--- config.mk ---
export PLATFORM = sky130hd
export DESIGN_NAME = rsg_top
export DESIGN_NICKNAME = d
export VERILOG_FILES = /design/src/common/rsg_pkg.sv /design/src/common/rsg_strap_if.sv /design/src/logic/rsg_strap_capture.sv /design/src/logic/rsg_top.sv
export SDC_FILE = /design/constraint.sdc
export NUM_CORES = 1
export LEC_CHECK = 0
export BUFFER_PORTS_ARGS = -buffer_cell sky130_fd_sc_hd__buf_2
export CELL_PAD_IN_SITES_DETAIL_PLACEMENT = 2
export CELL_PAD_IN_SITES_GLOBAL_PLACEMENT = 2
export CORE_ASPECT_RATIO = 1.4
export CORE_UTILIZATION = 28
export DETAILED_ROUTE_END_ITERATION = 10
export GPL_TIMING_DRIVEN = 0
export PLACE_DENSITY_LB_ADDON = 0.1
export SLEW_MARGIN = 5
export SYNTH_ARGS = -nofsm -noshare
export SYNTH_HDL_FRONTEND = slang
export SYNTH_SLANG_ARGS = --single-unit
--- constraint.sdc ---
create_clock -name hclk -period 1.75 [get_ports hclk]
set_input_delay 0.0875 -clock hclk [delete_from_list [all_inputs] [get_ports hclk]]
set_output_delay 0.0875 -clock hclk [all_outputs]
set_load 0.02 [all_outputs]
--- src/common/rsg_pkg.sv ---
// Constants, types and helpers for the reset, strap and general pin block.
// Assumes one 50 MHz bus clock and an AHB-Lite register port with 32-bit data.
package rsg_pkg;
  localparam logic [7:0] ADDR_STRAP = 8'h00;
  localparam logic [7:0] ADDR_FUNC = 8'h04;
  localparam logic [7:0] ADDR_OUT = 8'h08;
  localparam logic [7:0] ADDR_IN = 8'h0c;
  localparam int NPINS = 9;
  localparam int PIN_STAT_A = 0;
  localparam int PIN_STAT_B = 1;
  localparam int PIN_GEN_A = 2;
  localparam int PIN_SHARED_LO = 5;
  localparam int STRAP_A_BIT = 8;
  localparam int STRAP_B_BIT = 9;
  localparam int REFSEL_LSB = 10;
  localparam int CAPTURED_BIT = 12;
  localparam int RXD_REFSEL_LSB = 2;
  localparam logic [17:0] FUNC_RESET = 18'h00000;
  localparam logic [8:0] OUT_RESET = 9'h000;
  localparam logic [1:0] HTRANS_NONSEQ = 2'h2;
  typedef enum logic [2:0] {MODE_GMII, MODE_RGMII, MODE_TEN_BIT_INTERFACE, MODE_REDUCED_TEN_BIT, MODE_MII} rsg_mode_t;
  typedef enum logic [1:0] {FUNC_DEFAULT, FUNC_HIZ, FUNC_DRIVE, FUNC_CLOCK} rsg_func_t;
  typedef enum logic [1:0] {REF_10M, REF_12M8, REF_25M, REF_125M} rsg_ref_clock_t;

  function automatic logic is_ten_bit(input logic [2:0] m);
    is_ten_bit = (m == 3'(MODE_TEN_BIT_INTERFACE)) || (m == 3'(MODE_REDUCED_TEN_BIT));
  endfunction : is_ten_bit

  function automatic logic shared_allowed(input logic [2:0] m);
    shared_allowed = (m == 3'(MODE_MII)) || (m == 3'(MODE_RGMII)) || (m == 3'(MODE_REDUCED_TEN_BIT));
  endfunction : shared_allowed
endpackage : rsg_pkg

--- src/common/rsg_strap_if.sv ---
// Carries captured strap levels from the capture module to the top.
// Assumes both ends run on the bus clock.
`timescale 1ns/100ps
interface rsg_strap_if;
  logic captured;
  logic [7:0] strap_rxd;
  logic strap_a;
  logic strap_b;
  modport capture (output captured, output strap_rxd, output strap_a, output strap_b);
  modport user (input captured, input strap_rxd, input strap_a, input strap_b);
endinterface : rsg_strap_if

--- src/logic/rsg_strap_capture.sv ---
// Catches strap pin levels just after reset release.
// Assumes the pads stay undriven by this block until captured goes high.
`timescale 1ns/100ps
module rsg_strap_capture (
  input wire logic hclk,
  input wire logic hresetn,
  input wire logic [7:0] rxd_in,
  input wire logic status_output_a_in,
  input wire logic status_output_b_in,
  rsg_strap_if.capture straps
);
  typedef enum {CAP_SYNC1, CAP_SYNC2, CAP_DONE} rsg_cap_t;
  rsg_cap_t state;
  rsg_cap_t next_state;
  logic [7:0] next_rxd;
  logic next_a;
  logic next_b;

  // One edge of settling after release, then capture on the second
  always_comb begin
    next_state = state;
    next_rxd = straps.strap_rxd;
    next_a = straps.strap_a;
    next_b = straps.strap_b;
    case (state)
      CAP_SYNC1: next_state = CAP_SYNC2;
      CAP_SYNC2: begin
        next_state = CAP_DONE;
        next_rxd = rxd_in;
        next_a = status_output_a_in;
        next_b = status_output_b_in;
      end
      CAP_DONE: next_state = CAP_DONE;
      default: next_state = CAP_SYNC1;
    endcase
  end

  always_ff @(posedge hclk or negedge hresetn) begin
    if (!hresetn) begin
      state <= CAP_SYNC1;
      straps.strap_rxd <= 8'h00;
      straps.strap_a <= 1'b0;
      straps.strap_b <= 1'b0;
      straps.captured <= 1'b0;
    end else begin
      state <= next_state;
      straps.strap_rxd <= next_rxd;
      straps.strap_a <= next_a;
      straps.strap_b <= next_b;
      straps.captured <= (next_state == CAP_DONE);
    end
  end
endmodule : rsg_strap_capture

--- src/logic/rsg_top.sv ---
// Reset, strap capture and general pin control with an AHB-Lite register port.
// Assumes pads resolve in/out/oe outside; parallel_mode comes from the mode logic.
// Function
// - Reset clears all state asynchronously
// - Strap levels become register defaults
// - Receive data bits 3:2 select reference clock
// - Status pins are straps, then configured outputs
// - Status A: high-Z in ten-bit, else link
// - Status B: high-Z in ten-bit, else carrier
// - Status A strapped low: pin A high-Z
// - Status A strapped high: pin A clocks
// - Software may reassign every status and general pin function
// - Pins B and C start high impedance
// - Shared pins only in MII/RGMII/reduced ten-bit modes
// - Receive data pins driven after reset
`timescale 1ns/100ps
module rsg_top (
  input wire logic hclk,
  input wire logic hresetn,
  input wire logic hsel,
  input wire logic [31:0] haddr,
  input wire logic [1:0] htrans,
  input wire logic hwrite,
  input wire logic [2:0] hsize,
  input wire logic [31:0] hwdata,
  input wire logic hready,
  output logic [31:0] hrdata,
  output logic hreadyout,
  output logic hresp,
  input wire logic [2:0] parallel_mode,
  input wire logic link_up,
  input wire logic carrier_sense,
  input wire logic clock_125_in,
  input wire logic [7:0] rx_data_path,
  input wire logic [7:0] rxd_in,
  output logic [7:0] rxd_out,
  output logic [7:0] rxd_oe,
  output logic [1:0] ref_clock_select,
  output logic strap_done,
  input wire logic status_output_a_in,
  output logic status_output_a_out,
  output logic status_output_a_oe,
  input wire logic status_output_b_in,
  output logic status_output_b_out,
  output logic status_output_b_oe,
  input wire logic general_pin_a_in,
  output logic general_pin_a_out,
  output logic general_pin_a_oe,
  input wire logic general_pin_b_in,
  output logic general_pin_b_out,
  output logic general_pin_b_oe,
  input wire logic general_pin_c_in,
  output logic general_pin_c_out,
  output logic general_pin_c_oe,
  input wire logic [3:0] general_pin_shared_tx_in,
  output logic [3:0] general_pin_shared_tx_out,
  output logic [3:0] general_pin_shared_tx_oe
);
  rsg_strap_if straps ();

  rsg_strap_capture u_capture (
    .hclk(hclk),
    .hresetn(hresetn),
    .rxd_in(rxd_in),
    .status_output_a_in(status_output_a_in),
    .status_output_b_in(status_output_b_in),
    .straps(straps)
  );

  logic [17:0] pin_func;
  logic [8:0] pin_out_reg;
  logic [8:0] pin_in_reg;
  logic wr_pend;
  logic [7:0] wr_addr;
  logic [17:0] next_pin_func;
  logic [8:0] next_pin_out_reg;
  logic next_wr_pend;
  logic [7:0] next_wr_addr;
  logic [31:0] next_hrdata;
  logic [8:0] pin_val;
  logic [8:0] pin_oe;
  logic [8:0] pin_clk;
  logic [8:0] next_pin_val;
  logic [8:0] next_pin_oe;
  logic [8:0] next_pin_clk;
  logic [7:0] next_rxd_out;
  logic [7:0] next_rxd_oe;
  logic [8:0] pin_in_now;
  logic addr_ok;
  logic [31:0] strap_word;

  assign hreadyout = 1'b1;
  assign hresp = 1'b0;
  assign addr_ok = hsel && hready && (htrans == rsg_pkg::HTRANS_NONSEQ);
  assign pin_in_now = {general_pin_shared_tx_in, general_pin_c_in, general_pin_b_in, general_pin_a_in,
                       status_output_b_in, status_output_a_in};
  assign ref_clock_select = straps.strap_rxd[rsg_pkg::RXD_REFSEL_LSB +: 2];
  assign strap_done = straps.captured;

  always_comb begin
    strap_word = 32'h00000000;
    strap_word[7:0] = straps.strap_rxd;
    strap_word[rsg_pkg::STRAP_A_BIT] = straps.strap_a;
    strap_word[rsg_pkg::STRAP_B_BIT] = straps.strap_b;
    strap_word[rsg_pkg::REFSEL_LSB +: 2] = ref_clock_select;
    strap_word[rsg_pkg::CAPTURED_BIT] = straps.captured;
  end

  // Register port: writes land in the data phase, reads are taken in the address phase
  always_comb begin
    next_pin_func = pin_func;
    next_pin_out_reg = pin_out_reg;
    next_wr_pend = addr_ok && hwrite;
    next_wr_addr = haddr[7:0];
    next_hrdata = hrdata;
    if (wr_pend) begin
      case (wr_addr)
        rsg_pkg::ADDR_FUNC: next_pin_func = hwdata[17:0];
        rsg_pkg::ADDR_OUT: next_pin_out_reg = hwdata[8:0];
        default: next_pin_func = pin_func;
      endcase
    end
    if (addr_ok && !hwrite) begin
      case (haddr[7:0])
        rsg_pkg::ADDR_STRAP: next_hrdata = strap_word;
        rsg_pkg::ADDR_FUNC: next_hrdata = {14'h0000, next_pin_func};
        rsg_pkg::ADDR_OUT: next_hrdata = {23'h000000, next_pin_out_reg};
        rsg_pkg::ADDR_IN: next_hrdata = {23'h000000, pin_in_reg};
        default: next_hrdata = 32'h00000000;
      endcase
    end
  end

  // Pin function resolution
  always_comb begin
    next_pin_val = 9'h000;
    next_pin_oe = 9'h000;
    next_pin_clk = 9'h000;
    for (int i = 0; i < rsg_pkg::NPINS; i++) begin
      case (rsg_pkg::rsg_func_t'(pin_func[2*i +: 2]))
        rsg_pkg::FUNC_DEFAULT: begin
          if (i == rsg_pkg::PIN_STAT_A) begin
            next_pin_oe[i] = !rsg_pkg::is_ten_bit(parallel_mode);
            next_pin_val[i] = link_up;
          end else if (i == rsg_pkg::PIN_STAT_B) begin
            next_pin_oe[i] = !rsg_pkg::is_ten_bit(parallel_mode);
            next_pin_val[i] = carrier_sense;
          end else if (i == rsg_pkg::PIN_GEN_A) begin
            next_pin_oe[i] = straps.strap_a;
            next_pin_clk[i] = straps.strap_a;
          end else begin
            next_pin_oe[i] = 1'b0;
          end
        end
        rsg_pkg::FUNC_HIZ: next_pin_oe[i] = 1'b0;
        rsg_pkg::FUNC_DRIVE: begin
          next_pin_oe[i] = 1'b1;
          next_pin_val[i] = pin_out_reg[i];
        end
        rsg_pkg::FUNC_CLOCK: begin
          next_pin_oe[i] = 1'b1;
          next_pin_clk[i] = 1'b1;
        end
        default: next_pin_oe[i] = 1'b0;
      endcase
      if (i >= rsg_pkg::PIN_SHARED_LO && !rsg_pkg::shared_allowed(parallel_mode)) begin
        next_pin_oe[i] = 1'b0;
        next_pin_clk[i] = 1'b0;
      end
      if (!straps.captured) begin
        next_pin_oe[i] = 1'b0;
        next_pin_clk[i] = 1'b0;
      end
    end
    next_rxd_oe = straps.captured ? 8'hff : 8'h00;
    next_rxd_out = rx_data_path;
  end

  always_ff @(posedge hclk or negedge hresetn) begin
    if (!hresetn) begin
      pin_func <= rsg_pkg::FUNC_RESET;
      pin_out_reg <= rsg_pkg::OUT_RESET;
      pin_in_reg <= 9'h000;
      wr_pend <= 1'b0;
      wr_addr <= 8'h00;
      hrdata <= 32'h00000000;
      pin_val <= 9'h000;
      pin_oe <= 9'h000;
      pin_clk <= 9'h000;
      rxd_out <= 8'h00;
      rxd_oe <= 8'h00;
    end else begin
      pin_func <= next_pin_func;
      pin_out_reg <= next_pin_out_reg;
      pin_in_reg <= pin_in_now;
      wr_pend <= next_wr_pend;
      wr_addr <= next_wr_addr;
      hrdata <= next_hrdata;
      pin_val <= next_pin_val;
      pin_oe <= next_pin_oe;
      pin_clk <= next_pin_clk;
      rxd_out <= next_rxd_out;
      rxd_oe <= next_rxd_oe;
    end
  end

  // The 125 MHz clock is faster than hclk, so it is gated onto the pad, not registered
  always_comb begin
    status_output_a_out = pin_clk[0] ? clock_125_in : pin_val[0];
    status_output_b_out = pin_clk[1] ? clock_125_in : pin_val[1];
    general_pin_a_out = pin_clk[2] ? clock_125_in : pin_val[2];
    general_pin_b_out = pin_clk[3] ? clock_125_in : pin_val[3];
    general_pin_c_out = pin_clk[4] ? clock_125_in : pin_val[4];
    for (int k = 0; k < 4; k++) begin
      general_pin_shared_tx_out[k] = pin_clk[5 + k] ? clock_125_in : pin_val[5 + k];
    end
  end

  assign status_output_a_oe = pin_oe[0];
  assign status_output_b_oe = pin_oe[1];
  assign general_pin_a_oe = pin_oe[2];
  assign general_pin_b_oe = pin_oe[3];
  assign general_pin_c_oe = pin_oe[4];
  assign general_pin_shared_tx_oe = pin_oe[8:5];
endmodule : rsg_top

* Word level (Yosys, flattened, before mapping)
Index checks and enable logic that the tools add are counted.
Operators by class: eq/ne operators 40, multiplexer cells 69, reductions and logical operators 36
Operator list (count):
- case mux 18 bit (4 select lines) | 1
- two-way mux 1 bit | 50
- == test 2 bit (second input constant) | 21
- two-way mux 18 bit | 2
- logical NOT 32 bit | 1
- OR reduction 2 bit | 16
- == test 8 x 4 -> 1 bit (second input constant) | 3
- == test 2 x 1 -> 1 bit (second input constant) | 10
- logical NOT 2 bit | 9
- two-way mux 9 bit | 2
- case mux 1 bit (2 select lines) | 9
- == test 8 x 3 -> 1 bit (second input constant) | 2
- case mux 1 bit (3 select lines) | 3
- logical NOT 8 bit | 1
- two-way mux 8 bit | 1
- == test 3 x 2 -> 1 bit (second input constant) | 2
- logical AND 1 bit | 4
- case mux 2 bit (2 select lines) | 1
- == test 3 x 1 -> 1 bit (second input constant) | 1
- == test 3 bit (second input constant) | 1
- logical OR 1 bit | 3
- logical NOT 1 bit | 2
Word-level totals: register bits after elaboration 133, bits of input ports 105, word-level logic and storage cells 161

* Longest topological paths before layout
Gate-level depths: netlist of the first run.
depth after elaboration 5, gate-level depth with buffers 6

* Cells and area by module
From an unflattened synthesis of the first run, not the netlist that was laid out.
Second synthesis, totals: cell total of the unflattened synthesis 324, area, all modules 4453.0 µm²
By module, submodules not included:
- rsg_top | times used 1, cells an instance 297, area an instance 3958.8 µm²
- rsg_strap_capture | times used 1, cells an instance 27, area an instance 494.2 µm²

* Worst setup path after synthesis of the first run
Ideal clock, no wire load.
kind register to register, start register wr_addr[1], end register hrdata[4], arrival 1771 ps, required time 1618 ps, path slack -154 ps, stages on the path, launching flop included 7, path buffers 1, clock period less this slack 1904 ps, cell sequence dfrtp_1 > nor4_4 > nand4b_4 > buf_6 > mux2_4 > a222oi_1 > o21ai_1
On the way: longest elaborated chain between the ends 4
RTL lines:
- from (decl) | RTL line rsg_top.sv:74 | logic [7:0] wr_addr;
- from (signal assigned) | RTL line rsg_top.sv:197 | wr_addr <= next_wr_addr;
- == test 8 x 3 -> 1 bit | RTL line rsg_top.sv:117 | case (wr_addr)
- two-way mux 18 bit | RTL line rsg_top.sv:117
- two-way mux 18 bit | RTL line rsg_top.sv:116 | if (wr_pend) begin
- net next_pin_func[4] | RTL line rsg_top.sv:75 | logic [17:0] next_pin_func;
- case mux 18 bit (4 select lines) | RTL line rsg_top.sv:124 | case (haddr[7:0])
- to (signal assigned) | RTL line rsg_top.sv:198 | hrdata <= next_hrdata;
- to (decl) | RTL line rsg_top.sv:27 | output logic [31:0] hrdata,
The timed path passes the listed nets, and every way through them passes these cells. A chain may end at the register's enable or synchronous reset.

* Worst setup path after layout of the first run
start register wr_addr[1], end register hrdata[0]
Same word-level chain as after synthesis.

==> flow_summary_export.csv, run 1 <==
group,metric,value,unit
timing,fin_skew,0.00744,ns
yosys,post_synth_num_cell_types,33,
die,die_area,16100,µm²
timing,rsz0062_at_grt,"true",
die,ios,176,
yosys,ys_top_cells_by_area,"dfrtp_1 64%, mux2_2 11%, buf_4 4.3%",
critical_path,crit_slowest_cell,"dfrtp_1",
place,place_inst,627,
clock_network,clock-sinks,111,
pwr,leakagePower,2.97,nW
yosys,ys_seq_elements,111,
timing,worst_slack,-0.290,ns
clock_network,clockRootBuffer,"clkbuf_16",
place,hpwl,8740,µm
global_route,grt_pass1_vias,3396,
cells_and_area,instances_no_fill,687,
critical_path,crit_required,1.97,ns
outcome,violations,"negative setup slack",
route,wirelength,11900,µm
clock_network,clk_pin_slew,0.08,ns
global_route,met2_usage,28.8,%
critical_path,critPathBufInv,1,
yosys,synth_ff_type,"dfrtp_1",
yosys,synth-warning-count,0,
global_route,grt_max_degree,80,
hold_path,min-delay-path-class,"in2reg",
clock_network,cts-buffers-inserted,9,
timing,max_freq,490,MHz
critical_path,critPathArrivalTime,2.26,ns
cells_and_area,syn_to_final_growth,39.2,%
cells_and_area,nets,601,
clock_network,clkLatencyLatePin,0.35,ns
timing,hold_ws,0.00952,ns
timing,period_minus_slack,2.04,ns
die,num_rows,53,
global_route,grt_util_met1,18.8,%
timing,timing.final.crit_share,117,%
route,drc,0,
clock_network,clockBufferDepth,2,
route,antenna_left,0,
critical_path,end_kind,"register",
yosys,syn_area,4350,µm²
global_route,antenna_found_initial,0,
global_route,grt_overflow,0,
route,drt_iter0_markers,87,
cells_and_area,diodes,0,
clock_network,cts_tree,"yes",
route,wl_per_cell,17.3,µm
cells_and_area,top_regs,"hrdata x18, pin_func x18",
place,port_buffers,118,
cells_and_area,drive_above_1_share,44.6,%
timing,hold_violations,0,
timing,setup_viol_count_final,18,
pwr,p_per_area,908,nW/µm²
flow_run,max_cap_viol_count,0,
yosys,synth_top_area_share,63.8,%
place,place.gp.congestion,0.750,
pwr,ir_drop,0.468,mV
yosys,synth.avg_cell_area,14.4,µm²
cells_and_area,utilization,40.1,%
global_route,grt_usage,15.8,%
route,routed-via-count,3081,
route,via_per_inst,4.48,
global_route,grtUsageMet3,2.22,%
critical_path,start_kind,"register",
yosys,synth-edff-count,0,
critical_path,crit_chain,"nor4_4 > nand4b_4 > buf_12 > mux2_4 > a222oi_1 > o21ai_1",
critical_path,slowest_delay,0.40,ns
global_route,top_usage_layer,"met2",
timing,worst_pin_slew,0.665,ns
yosys,syn_inst,302,
timing,timing.final.max_slew_violations,0,
die,coreArea,15100,µm²
global_route,grt_pass1_wl,18800,µm
yosys,synth-seq-area-share,63.8,%
yosys,async_flop_share,100,%
die,die_h,150,µm
clock_network,h-tree-depth,3,
outcome,status,"complete, but fails checks",
die,dieWidth,107,µm
route,dr.pass1.iters,5,
critical_path,path_delay_family,"simple AND/OR/NAND/NOR gates",
pwr,power.total,5.50,mW
yosys,synth_top_cell_by_area,"dfrtp_1",
critical_path,crit_type,"reg2reg",
die,initial_utilization,28.8,%
timing,relSlewSlack,55.5,%
critical_path,critical_path.max_fanout,6,
-- synth_stat cells, types with 2 or more instances --
master	count
mux2i_1	3
ha_1	6
a32o_1	5
mux2_4	5
dfrtp_1	111
a221o_1	4
a21oi_1	2
clkbuf_1	5
conb_1	2
nor3_1	2
buf_4	25
mux2_2	41
nand2_1	3
nor3b_2	2
o21ai_1	5
a22oi_1	9
and3_1	8
and2_1	9
nor2b_1	6
nand4b_1	2
inv_1	4
and3b_1	4
nor2_1	18
o21ai_0	4
a222oi_1	9
-- cells by family (layout without fill, tap and decap cells) --
logic type      Yosys count  in the layout  synth area share [%]
flops                   111            111                  63.8
simple gates             60             60                  8.88
mux                      49             49                  13.0
compound gates           38             38                  6.96
buf+inv                  36            215                  5.43
fa+ha+maj                 6              6                  1.72
other cells               2             16                 0.173
-- through the flow --
| stage | setup TNS (ns) | setup WS (ns) | cell area, µm² |
|---|---|---|---|
| floorplan | -1.01 | -0.154 | 4410 |
| global placement | -92.64 | -0.739 | 5240 |
| detailed placement | -12.05 | -0.546 | 5270 |
| CTS | -3.38 | -0.290 | 6030 |
| global route | -5.20 | -0.393 | 6060 |
| finish | -3.88 | -0.290 | 6060 |
-- path summary, 6_finish.rpt --
path	startpoint	end	slack, ns	cells past startpoint
max	wr_addr[1]	hrdata[0]	-0.29	6
min	link_up	pin_val[0]	0.01	3
max reg2reg	wr_addr[1]	hrdata[0]	-0.29	6
min reg2reg	pin_func[10]	pin_val[5]	0.45	1
max in group asynchronous	hresetn	u_capture.state[1]	0.86	3
min in group asynchronous	hresetn	wr_addr[4]	0.18	2
-- cell type report --
| type | instances | area, µm² |
|---|---|---|
| buffer | 31 | 226 |
| tap | 192 | 240 |
| inverter | 4 | 18.8 |
| clock inverter | 7 | 96.3 |
| clock buffer | 9 | 225 |
| sequential | 111 | 2780 |
| multi-input combinational | 169 | 1410 |
| fill | 1585 | 9060 |
| timing repair buffer | 164 | 1070 |
-- worst reg2reg max path, stage by stage (launching register included) --
cell and delay, ns:
dfrtp_1 0.40, nor4_4 0.35, nand4b_4 0.20, buf_12 0.19
mux2_4 0.32, a222oi_1 0.35, o21ai_1 0.10
-- cell usage in the layout, fill, tap and decap left out, types with 2 or more instances in the layout --
cell	synthesis	routed
nand2_1	3	3
a222oi_1	9	9
dlygate4sd3_1	0	40
ha_1	6	5
and2_1	9	9
a21oi_1	2	2
nor3_1	2	2
buf_4	25	29
mux2i_1	3	3
a32o_1	5	5
nor2b_1	6	6
clkinvlp_4	0	4
o21ai_1	5	7
conb_1	2	16
clkbuf_16	0	9
dfrtp_1	111	110
and3_1	8	8
buf_2	0	117
nand4b_1	2	2
mux2_4	5	5
o21ai_0	4	2
a221o_1	4	4
nor2_1	18	17
and3b_1	4	4
nor3b_2	2	2
buf_6	1	2
mux2_2	41	41
a22oi_1	9	9
bufinv_16	0	2
clkbuf_1	5	4
inv_1	4	3
-- power breakdown --
group	total, mW	switching (mW)	leakage, nW	internal [mW]
Combinational	0.550	0.283	1.45	0.266
Sequential	2.73	0.0607	1.37	2.67
Clock	2.22	0.965	0.148	1.26
Total	5.50	1.31	2.97	4.19
-- repair_timing --
item                                   4_1_cts  5_1_grt
setup buffers                                4        1
hold buffers                                39        1
setup endpoints to repair                   50       21
endpoints found under the hold margin       72        1
pin swaps                                    4        5
gates resized for setup                      5        5
-- layer usage --
layer	wire, µm	up-vias	share of wire [%]
met5	0	-	0
met4	134	0	1.1
met3	475	7	4.0
met2	6420	93	54
met1	4890	1561	41
li1	-	1420	-
(Power assumes the default switching activity.)
==> run 2: changes to the inputs <==
--- a/config.mk
+++ b/config.mk
@@ -13,6 +13,7 @@
 export DETAILED_ROUTE_END_ITERATION = 10
 export GPL_TIMING_DRIVEN = 0
 export PLACE_DENSITY_LB_ADDON = 0.1
+export RECOVER_POWER = 50
 export SLEW_MARGIN = 5
 export SYNTH_ARGS = -nofsm -noshare
 export SYNTH_HDL_FRONTEND = slang
==> run 2 against run 1 <==
The run still ends with negative setup slack left. Routed wire length increased by 0.18%. Global-route usage unchanged. Clock skew increased by 0.00059 ns. Worst setup slack improved by 0.0045 ns. Power decreased by 0.43%. Via count increased by 0.42%. Largest cell class unchanged. Highest routed layer unchanged.
==> flow_summary_export.csv, run 2 (synthesis results as in run 1) <==
group,metric,value,unit
timing,worst_slack,-0.286,ns
flow_run,max_cap_viol_count,0,
global_route,antenna_found_initial,0,
critical_path,crit_chain,"nor4_4 > nand4b_4 > buf_12 > mux2_4 > a222oi_1 > o21ai_1",
clock_network,cts-buffers-inserted,9,
place,post_dp_cell_area,5270,µm²
critical_path,crit_slowest_cell,"dfrtp_1",
timing,period_minus_slack,2.04,ns
pwr,power.total,5.48,mW
timing,hold_ws,0.0124,ns
route,via_per_inst,4.50,
die,coreArea,15100,µm²
clock_network,clockRootBuffer,"clkbuf_16",
route,drc,0,
critical_path,critPathArrivalTime,2.26,ns
timing,timing.final.crit_share,116,%
route,routed-via-count,3094,
route,drt_iter0_markers,95,
pwr,p_per_area,912,nW/µm²
global_route,grt_max_degree,80,
critical_path,reg2reg_depth,6,
clock_network,clock-sinks,111,
cells_and_area,drive_above_1_share,40.2,%
clock_network,clkLatencyLatePin,0.35,ns
clock_network,cts_tree,"yes",
outcome,violations,"negative setup slack",
timing,timing.final.max_slew_violations,0,
critical_path,start_kind,"register",
critical_path,crit_type,"reg2reg",
hold_path,min-delay-path-class,"in2reg",
timing,rsz0062_at_grt,"true",
timing,max_freq,491,MHz
cells_and_area,nets,601,
place,port_buffers,118,
place,post-place-ws,-0.546,ns
timing,setup_viol_count_final,18,
timing,fin_setup_tns,-3.89,ns
route,antenna_left,0,
clock_network,clk_pin_slew,0.07,ns
die,num_rows,53,
cells_and_area,final_common_cell,"dfrtp_1",
global_route,grt_pass1_vias,3396,
critical_path,end_kind,"register",
cells_and_area,top_regs,"hrdata x18, pin_func x18",
global_route,grt_usage,15.8,%
pwr,leakagePower,2.90,nW
route,dr.pass1.iters,4,
die,dieWidth,107,µm
die,die_area,16100,µm²
pwr,ir_drop,0.468,mV
critical_path,path_depth,6,
die,ios,176,
critical_path,critPathBufInv,1,
timing,fin_skew,0.00803,ns
place,place.gp.congestion,0.750,
die,initial_utilization,28.8,%
global_route,grt_overflow,0,
place,hpwl,8740,µm
route,wirelength,11900,µm
timing,hold_violations,0,
critical_path,path_delay_family,"simple AND/OR/NAND/NOR gates",
critical_path,crit_required,1.97,ns
critical_path,critical_path.max_fanout,6,
clock_network,h-tree-depth,3,
route,wl_per_cell,17.4,µm
critical_path,slowest_delay,0.40,ns
timing,worst_pin_slew,0.809,ns
cells_and_area,fin_area,6010,µm²
clock_network,clockBufferDepth,2,
cells_and_area,syn_to_final_growth,38.1,%
timing,relSlewSlack,46.1,%
global_route,grt_pass1_wl,18800,µm
cells_and_area,layout_common_cells,"111 x dfrtp_1, 96 x buf_2, 41 x mux2_2",
cells_and_area,diodes,0,
cells_and_area,fill_cells,1596,
hold_path,min_delay_path_depth,2,
die,die_h,150,µm
outcome,status,"complete, but fails checks",
-- run 2: power breakdown --
part	internal, mW	switching (mW)	leakage, nW
sequential	2.67	0.0616	1.37
clock	1.26	0.955	0.148
combinational	0.253	0.282	1.38
total	4.18	1.30	2.90
-- run 2: final timing paths --
kind	end	from	slack, ns
max	hrdata[0]	wr_addr[1]	-0.29
max in group asynchronous	pin_clk[3]	hresetn	0.21
min in group asynchronous	wr_addr[1]	hresetn	0.36
min reg2reg	pin_val[5]	pin_func[10]	0.45
max reg2reg	hrdata[0]	wr_addr[1]	-0.29
min	pin_func[8]	hwdata[8]	0.01
-- run 2: final cells by class --
cell class	instances	area (µm²)	area share, %
multi-input combinational	169	1410	23.4
timing repair buffer	164	1020	17.0
tap	192	240	4.00
clock inverter	7	96.3	1.60
inverter	4	18.8	0.312
buffer	31	226	3.77
sequential	111	2780	46.2
clock buffer	9	225	3.75
-- run 2: per-layer routing --
layer / global-route usage, % / vias to the layer above / part of all wire, %
met5: 0 / - / 0
met4: 5.34 / 0 / 0.95
met3: 2.22 / 6 / 4.1
met2: 28.8 / 94 / 54
met1: 18.8 / 1571 / 41
li1: - / 1423 / -
-- run 2: what timing repair did --
action                                  4_1_cts  5_1_grt
pin swaps                                     4        5
resized for setup                             5        5
buffers inserted                              4        1
hold endpoints to repair                     72        1
hold buffers                                 39        1
endpoints found under the setup margin       50       21
-- run 2: metrics by stage --
stage	utilization (%)	instances
after floorplan	-	316
after global placement	34.6	626
after detailed placement	34.9	627
after CTS	39.9	685
after global routing	39.8	687
final	39.8	687
-- run 2: worst register-to-register path, cell delays in order, from the launching register on --
cell      delay [ns]
dfrtp_1         0.40
nor4_4          0.35
nand4b_4        0.20
buf_12          0.19
mux2_4          0.32
a222oi_1        0.35
o21ai_1         0.10
